### src/ibfws_pkg.sv
`default_nettype none
package ibfws_pkg;
	localparam int ADDR_W      = 24;
	localparam int TGT_W       = 16;
	localparam int WALK_LAST   = 3;
	localparam logic [ADDR_W-1:0] ADDR_RESET = 24'h00_0000;

	typedef enum logic [1:0] {
		IBFWS_WALK0 = 2'b00,
		IBFWS_WALK1 = 2'b01,
		IBFWS_WALK2 = 2'b11,
		IBFWS_WALK3 = 2'b10
	} ibfws_walk_e;

	typedef struct packed {
		logic [ADDR_W-1:0] lower;
		logic [ADDR_W-1:0] upper;
	} ibfws_src_lim_s;

	typedef struct packed {
		logic [TGT_W-1:0] u_low;
		logic [TGT_W-1:0] u_high;
		logic [TGT_W-1:0] v_low;
		logic [TGT_W-1:0] v_high;
		logic [TGT_W-1:0] w_low;
		logic [TGT_W-1:0] w_high;
	} ibfws_tgt_win_s;
endpackage : ibfws_pkg
`default_nettype wire

### src/ibfws_top.sv
`default_nettype none
module ibfws_top
	import ibfws_pkg::*;
(
	input  wire logic                  clk,
	input  wire logic                  rst,
	input  wire logic                  load,
	input  wire ibfws_src_lim_s        src_lim_in,
	input  wire ibfws_tgt_win_s        tgt_win_in,
	input  wire logic                  three_d_in,
	input  wire logic                  bilinear_in,
	input  wire logic                  start,
	input  wire logic [ADDR_W-1:0]     src_start,
	input  wire logic [ADDR_W-1:0]     src_step,
	input  wire logic [ADDR_W-1:0]     walk_step,
	input  wire logic [TGT_W-1:0]      tgt_u,
	input  wire logic [TGT_W-1:0]      tgt_v,
	input  wire logic [TGT_W-1:0]      tgt_w,
	output logic [ADDR_W-1:0]          source_address_bus,
	output logic                       source_in_bounds_flag_n,
	output logic                       target_in_window_flag,
	output logic                       src_read,
	output logic                       mac_clear,
	output logic                       dst_write,
	output logic [1:0]                 walk_index
);
	////////////////////////////////////////////////////////////////////
	// target dimension indices
	localparam int TGT_DIMS = 3;
	localparam int DIM_U    = 0;
	localparam int DIM_V    = 1;
	localparam int DIM_W    = 2;

	////////////////////////////////////////////////////////////////////
	// shared decoding
	function automatic logic src_inside(
		input logic [ADDR_W-1:0] value,
		input logic [ADDR_W-1:0] low,
		input logic [ADDR_W-1:0] high
	);
		src_inside = (value >= low) && (value <= high);
	endfunction : src_inside

	// both limits inclusive, as on the source side
	function automatic logic tgt_inside(
		input logic [TGT_W-1:0] value,
		input logic [TGT_W-1:0] low,
		input logic [TGT_W-1:0] high
	);
		tgt_inside = (value >= low) && (value <= high);
	endfunction : tgt_inside

	////////////////////////////////////////////////////////////////////
	// storage
	ibfws_src_lim_s           lim_reg;
	ibfws_tgt_win_s           win_reg;
	logic                     three_d_reg;
	logic                     bilinear_reg;
	logic                     run_reg;
	logic [ADDR_W-1:0]        base_reg;
	logic [ADDR_W-1:0]        addr_reg;
	ibfws_walk_e              walk_reg;
	logic                     dst_write_reg;

	////////////////////////////////////////////////////////////////////
	// next values and decode
	logic                     run_next;
	logic [ADDR_W-1:0]        base_next;
	logic [ADDR_W-1:0]        addr_next;
	ibfws_walk_e              walk_next;
	ibfws_walk_e              walk_seq;
	logic                     dst_write_next;
	logic                     walk_end;
	logic                     group_end;
	logic [ADDR_W-1:0]        base_adv;
	logic [ADDR_W-1:0]        walk_adv;
	logic [ADDR_W-1:0]        step_addr;
	logic                     src_ok;
	wire logic [TGT_W-1:0]    tgt_coord [TGT_DIMS];
	wire logic [TGT_W-1:0]    tgt_low   [TGT_DIMS];
	wire logic [TGT_W-1:0]    tgt_high  [TGT_DIMS];
	logic [TGT_DIMS-1:0]      dim_used;
	wire logic [TGT_DIMS-1:0] dim_ok;

	////////////////////////////////////////////////////////////////////
	// parameter copies private to this instance
	always_ff @(posedge clk or posedge rst) begin
		if (rst) begin
			lim_reg <= '0;
		end else if (load) begin
			lim_reg <= src_lim_in;
		end
	end

	always_ff @(posedge clk or posedge rst) begin
		if (rst) begin
			win_reg <= '0;
		end else if (load) begin
			win_reg <= tgt_win_in;
		end
	end

	always_ff @(posedge clk or posedge rst) begin
		if (rst) begin
			three_d_reg <= 1'b0;
		end else if (load) begin
			three_d_reg <= three_d_in;
		end
	end

	always_ff @(posedge clk or posedge rst) begin
		if (rst) begin
			bilinear_reg <= 1'b0;
		end else if (load) begin
			bilinear_reg <= bilinear_in;
		end
	end

	////////////////////////////////////////////////////////////////////
	// address stepping; start wins over a running walk
	assign walk_end       = ~bilinear_reg | (walk_reg == IBFWS_WALK3);
	assign group_end      = run_reg & walk_end;
	assign base_adv       = base_reg + src_step;
	assign walk_adv       = addr_reg + walk_step;
	assign step_addr      = walk_end ? base_adv : walk_adv;
	assign run_next       = start | run_reg;
	assign base_next      = start ? src_start : (group_end ? base_adv : base_reg);
	assign addr_next      = start ? src_start : (run_reg ? step_addr : addr_reg);
	assign dst_write_next = ~start & group_end;

	////////////////////////////////////////////////////////////////////
	// walk sequencing
	always_comb begin
		walk_seq = IBFWS_WALK0;
		if (bilinear_reg) begin
			unique case (walk_reg)
				IBFWS_WALK0: walk_seq = IBFWS_WALK1;
				IBFWS_WALK1: walk_seq = IBFWS_WALK2;
				IBFWS_WALK2: walk_seq = IBFWS_WALK3;
				IBFWS_WALK3: walk_seq = IBFWS_WALK0;
			endcase
		end
	end

	always_comb begin
		walk_next = walk_reg;
		if (start) begin
			walk_next = IBFWS_WALK0;
		end else if (run_reg) begin
			walk_next = walk_seq;
		end
	end

	////////////////////////////////////////////////////////////////////
	// sequencer registers
	always_ff @(posedge clk or posedge rst) begin
		if (rst) begin
			run_reg <= 1'b0;
		end else begin
			run_reg <= run_next;
		end
	end

	always_ff @(posedge clk or posedge rst) begin
		if (rst) begin
			base_reg <= ADDR_RESET;
		end else begin
			base_reg <= base_next;
		end
	end

	always_ff @(posedge clk or posedge rst) begin
		if (rst) begin
			addr_reg <= ADDR_RESET;
		end else begin
			addr_reg <= addr_next;
		end
	end

	always_ff @(posedge clk or posedge rst) begin
		if (rst) begin
			walk_reg <= IBFWS_WALK0;
		end else begin
			walk_reg <= walk_next;
		end
	end

	always_ff @(posedge clk or posedge rst) begin
		if (rst) begin
			dst_write_reg <= 1'b0;
		end else begin
			dst_write_reg <= dst_write_next;
		end
	end

	////////////////////////////////////////////////////////////////////
	// target window, w only counts in 3D
	assign tgt_coord[DIM_U] = tgt_u;
	assign tgt_coord[DIM_V] = tgt_v;
	assign tgt_coord[DIM_W] = tgt_w;
	assign tgt_low[DIM_U]   = win_reg.u_low;
	assign tgt_low[DIM_V]   = win_reg.v_low;
	assign tgt_low[DIM_W]   = win_reg.w_low;
	assign tgt_high[DIM_U]  = win_reg.u_high;
	assign tgt_high[DIM_V]  = win_reg.v_high;
	assign tgt_high[DIM_W]  = win_reg.w_high;
	assign dim_used         = {three_d_reg, 1'b1, 1'b1};

	for (genvar g = 0; g < TGT_DIMS; g++) begin : g_dim
		assign dim_ok[g] = tgt_inside(tgt_coord[g], tgt_low[g], tgt_high[g]) | ~dim_used[g];
	end

	////////////////////////////////////////////////////////////////////
	// flags and outputs
	assign src_ok                  = src_inside(addr_reg, lim_reg.lower, lim_reg.upper);
	assign source_address_bus      = addr_reg;
	assign source_in_bounds_flag_n = ~src_ok;
	assign target_in_window_flag   = &dim_ok;
	assign src_read                = run_reg;
	assign mac_clear               = run_reg & (walk_reg == IBFWS_WALK0);
	assign dst_write               = dst_write_reg;
	assign walk_index              = walk_reg;
endmodule : ibfws_top
`default_nettype wire

### config.mk
export PLATFORM = sky130hd
export DESIGN_NAME = ibfws_top
export DESIGN_NICKNAME = d
export VERILOG_FILES = /design/src/ibfws_pkg.sv /design/src/ibfws_top.sv
export SDC_FILE = /design/constraint.sdc
export NUM_CORES = 1
export LEC_CHECK = 0
export BUFFER_PORTS_ARGS = -buffer_cell sky130_fd_sc_hd__buf_4
export CAP_MARGIN = 30
export CORE_MARGIN = 2
export CORE_UTILIZATION = 40
export DETAILED_ROUTE_END_ITERATION = 10
export GPL_ROUTABILITY_DRIVEN = 1
export PLACE_DENSITY_LB_ADDON = 0.12
export RECOVER_POWER = 50
export SLEW_MARGIN = 25
export SYNTH_ARGS = -nofsm -noshare
export SYNTH_HDL_FRONTEND = slang
export SYNTH_SLANG_ARGS = --single-unit
### constraint.sdc
create_clock -name clk -period 15 [get_ports clk]
set_clock_uncertainty 0.1 [all_clocks]
set_input_delay 2.25 -clock clk [delete_from_list [all_inputs] [get_ports clk]]
set_output_delay 2.25 -clock clk [all_outputs]
set_load 0.02 [all_outputs]
==> summary.md <==
| Metric | Value |
|---|---|
| Outcome | `finished with violations` |
| Violated checks | `capacitance limit, slew limit` |
| Number of buffers inserted for hold repair after clock tree synthesis | `0` |
| First-pass GRT wire length | `57600 um` |
| Area contributors post-synth | `dfrtp_1 (38%), ha_1 (18%), o21ai_0 (7.7%), nand2_1 (5.7%), inv_1 (4.7%)` |
| WL/cell | `16.8 um` |
| Full die area | `34400 um2` |
| Largest net degree at the start of global routing | `119` |
| Crit start category | `input pin` |
| Final antenna diode count | `0` |
| Required time of the worst setup path | `14.79 ns` |
| Number of max-slew violations in the final report | `437` |
| Met1 capacity usage during global routing | `28.0%` |
| Combinational share of power | `39.5%` |
| Worst-Skew Late Latency | `0.44 ns` |
| Count of nets left with antenna violations after detail routing | `0` |
| Total count of hold-check failures in the final report | `0` |
| Arr. time, crit path | `7.37 ns` |
| Worst R2R Start | `base_reg[0]$_DFFE_PP0P_` |
| Worst voltage drop across the vdd grid | `0.0789 mV` |
| DRC | `0` |
| Internal | `1.17 mW` |
| Buffers inserted during post-CTS setup optimization | `0` |
| Total via count after detailed routing | `11.5k` |
| Sequential share of the synthesized area | `37.6%` |
| Worst Tran Pin Value | `4.24 ns` |
| Standby leakage power | `8.37 nW` |
| Detailed-router iteration count before antenna repair | `5` |
| Min cycle time layout | `7.58 ns` |
| Synthesized area per cell | `8.88 um2` |
| Post-place setup slack | `8.21 ns` |
| Largest area contributor in the synthesized netlist | `dfrtp_1` |
| Count of port buffers added during placement | `300` |
| Relative slew margins | `-183%` |
| Highest attainable clock frequency | `132 MHz` |
| Sequential share of power | `36.0%` |
| Grt ovf | `0` |
| Busiest layer in global routing | `met2` |
| Number of vias per cell after detailed routing | `5.17` |
| Reg-to-reg endpoint | `base_reg[20]$_DFFE_PP0P_` |
| Count of cells along the worst register-to-register path | `12` |
| Post-Route WL | `37300 um` |
| Area of the core | `32500 um2` |
| Crit path kind | `input pin to asynchronous set/reset pin` |
| Synth warnings | `0` |
| Final-layout setup total negative slack | `0 ns` |
| Crit path capture type | `asynchronous set/reset pin` |
| Number of enable-type register cells in the synthesized netlist | `0` |
| IO Count | `301` |
| Syn_nets | `1947` |
| DPL Wire Length | `29300 um` |
| Number of synthesized register bits | `198` |
| Worst reg-to-reg setup slack | `11.67 ns` |
| Max-cap violations | `6` |
| Net count, final | `2224` |
| Unrepaired setup endpoints after global routing | `false` |
| Power Dens Cells | `112 nW/um2` |
| Htree depth | `4` |
| Worst-path fanout max | `74` |
| Gate count of the mapped netlist | `1485` |
| Cell depth of the worst min-delay path | `1` |
| Destination of the worst hold path | `base_reg[14]$_DFFE_PP0P_` |
| Initial core utilization | `40.5%` |
| Number of distinct library cells after synthesis | `72` |
| Clock net sink count | `198` |
| Chip height | `186 um` |
| Layout overhead on the synthesized area | `24.3%` |
| Primary flip-flop cell chosen by synthesis mapping | `dfrtp_1` |
| Setup violations, final | `0` |
| Worst Hold Launch | `base_reg[14]$_DFFE_PP0P_` |
| Die span in x | `186 um` |
| Cell Rows | `66` |
| # fillers | `3173` |
| Net switching component of the power | `0.669 mW` |
| # resized after CTS | `0` |
| Path type of the worst min-delay path | `register to register` |
| Fraction of synthesized cell area taken by the top area cell type | `37.6%` |
| Met2 track demand over resource in global routing | `36.8%` |
| Clock Power Share | `24.5%` |
| Ys async rst share | `100%` |
| Number of buffers created by CTS | `17` |
| Period utilisation layout | `50.5%` |
| Via count of the first global-routing pass | `11.1k` |
| Clock tree from TritonCTS | `built` |
| Overall routing resource usage | `21.6%` |
| Clock root buffer | `clkbuf_16` |
| Final setup slack of the worst path | `7.42 ns` |
| Clock transition at the register clock pins on the worst setup and hold paths after CTS | `0.07 ns` |
| Share of total power consumed by net switching | `36.4%` |
| Number of DRC markers after the initial detailed-route iteration | `577` |
| Initial antenna violation count | `2` |
| Clock buffer depth | `2` |
| Share of layout cells above drive strength 1 | `20.1%` |
| Met3 demand-to-capacity share in global routing | `4.66%` |
| Post-synthesis cell area | `13200 um2` |
| Routability congestion estimate from global placement | `0.882` |
==> worst max-delay path: stages <==
cell,delay [ns]
clkbuf_4,0.11
clkinvlp_2,1.88
clkbuf_1,0.84
clkbuf_1,2.21
==> cells in the mapped netlist (7+ instances only) <==
cell      count
nor2_1       46
nand4_1      25
dfrtp_1     198
mux2_2       10
and3_1        8
nand3_1      26
clkbuf_1     47
nor2b_1      16
nor3_1       16
xnor2_1      24
o21ai_0     203
a222oi_1      8
a22oi_1       7
xor2_1       13
mux2i_1       7
o211ai_1      9
a21o_1       58
nand2_1     200
a211oi_1     11
a21oi_1      78
nand2b_1     17
inv_1       165
o21a_1       16
ha_1        190
==> power by group through the flow <==
stage / Combinational (mW) / Sequential [mW] / Clock (mW)
global placement: 0.711 / 0.671 / 0
finish: 0.726 / 0.662 / 0.449
detailed placement: 0.723 / 0.671 / 0
CTS: 0.728 / 0.661 / 0.464
floorplan: 0.491 / 0.670 / 0
global route: 0.821 / 0.670 / 0.484
==> final cells by class <==
class | count | area, um2 | area share, %
clock buffers | 18 | 429 | 2.62
clock inverters | 13 | 129 | 0.786
inverters | 167 | 628 | 3.83
multi-input cells | 1069 | 7410 | 45.2
flip-flops and latches | 198 | 4950 | 30.2
well taps | 442 | 553 | 3.37
repair buffers | 309 | 2290 | 14.0
==> logic make-up (layout without fill, tap and decap cells) <==
logic type / after synthesis / after routing / share of synthesized area [%]
AND/OR/NAND/NOR: 375 / 375 / 12.9
flip-flops: 198 / 198 / 37.6
buffers and inverters: 218 / 507 / 6.28
multiplexers: 17 / 17 / 1.39
AO/OA/AOI/OAI: 447 / 447 / 20.9
XOR/XNOR: 38 / 38 / 2.63
adder cells (fa/ha/maj): 192 / 192 / 18.3
==> how the worst max path moves through the flow <==
| stage | startpoint | to | cells after the start |
|---|---|---|---|
| 6_report | rst | base_reg[18]$_DFFE_PP0P_ | 4 |
| 5_1_grt | rst | base_reg[18]$_DFFE_PP0P_ | 4 |
| 4_1_cts | tgt_w[3] | target_in_window_flag | 12 |
| 3_5_place_dp | tgt_w[3] | target_in_window_flag | 12 |
| 3_3_place_gp | tgt_u[1] | target_in_window_flag | 12 |
| 2_1_floorplan | rst | base_reg[0]$_DFFE_PP0P_ | 1 |
==> stage by stage <==
stage,instances,hold WS (ns),util (%),cell area (um2),power (mW)
3_5_place_dp,2183,0.371,48.7,15900,1.39
6_report,2216,0.387,50.4,16400,1.84
2_1_floorplan,1485,0.350,-,13200,1.16
3_3_place_gp,2183,0.363,48.7,15900,1.38
4_1_cts,2214,0.387,50.5,16400,1.85
5_1_grt,2216,0.397,50.4,16400,1.97
==> metal layers <==
layer | vias to the layer above | wire length, um | share of wire, %
met1 | 5365 | 16500 | 44
met3 | 34 | 2290 | 6.2
met2 | 291 | 17800 | 48
li1 | 5760 | - | -
met5 | - | 30 | 0.081
met4 | 4 | 558 | 1.5
==> placed cells by master (no fill, tap or decap), types with 17 or more instances in the layout <==
master	instances
clkbuf_16	17
o21ai_0	202
nand3_1	26
buf_4	301
nand2b_1	17
xnor2_1	24
nand4_1	25
a21o_1	58
ha_1	190
inv_1	164
nand2_1	200
nor2_1	46
dfrtp_1	198
a21oi_1	77
No activity file was read; power rests on OpenSTA's default activity.
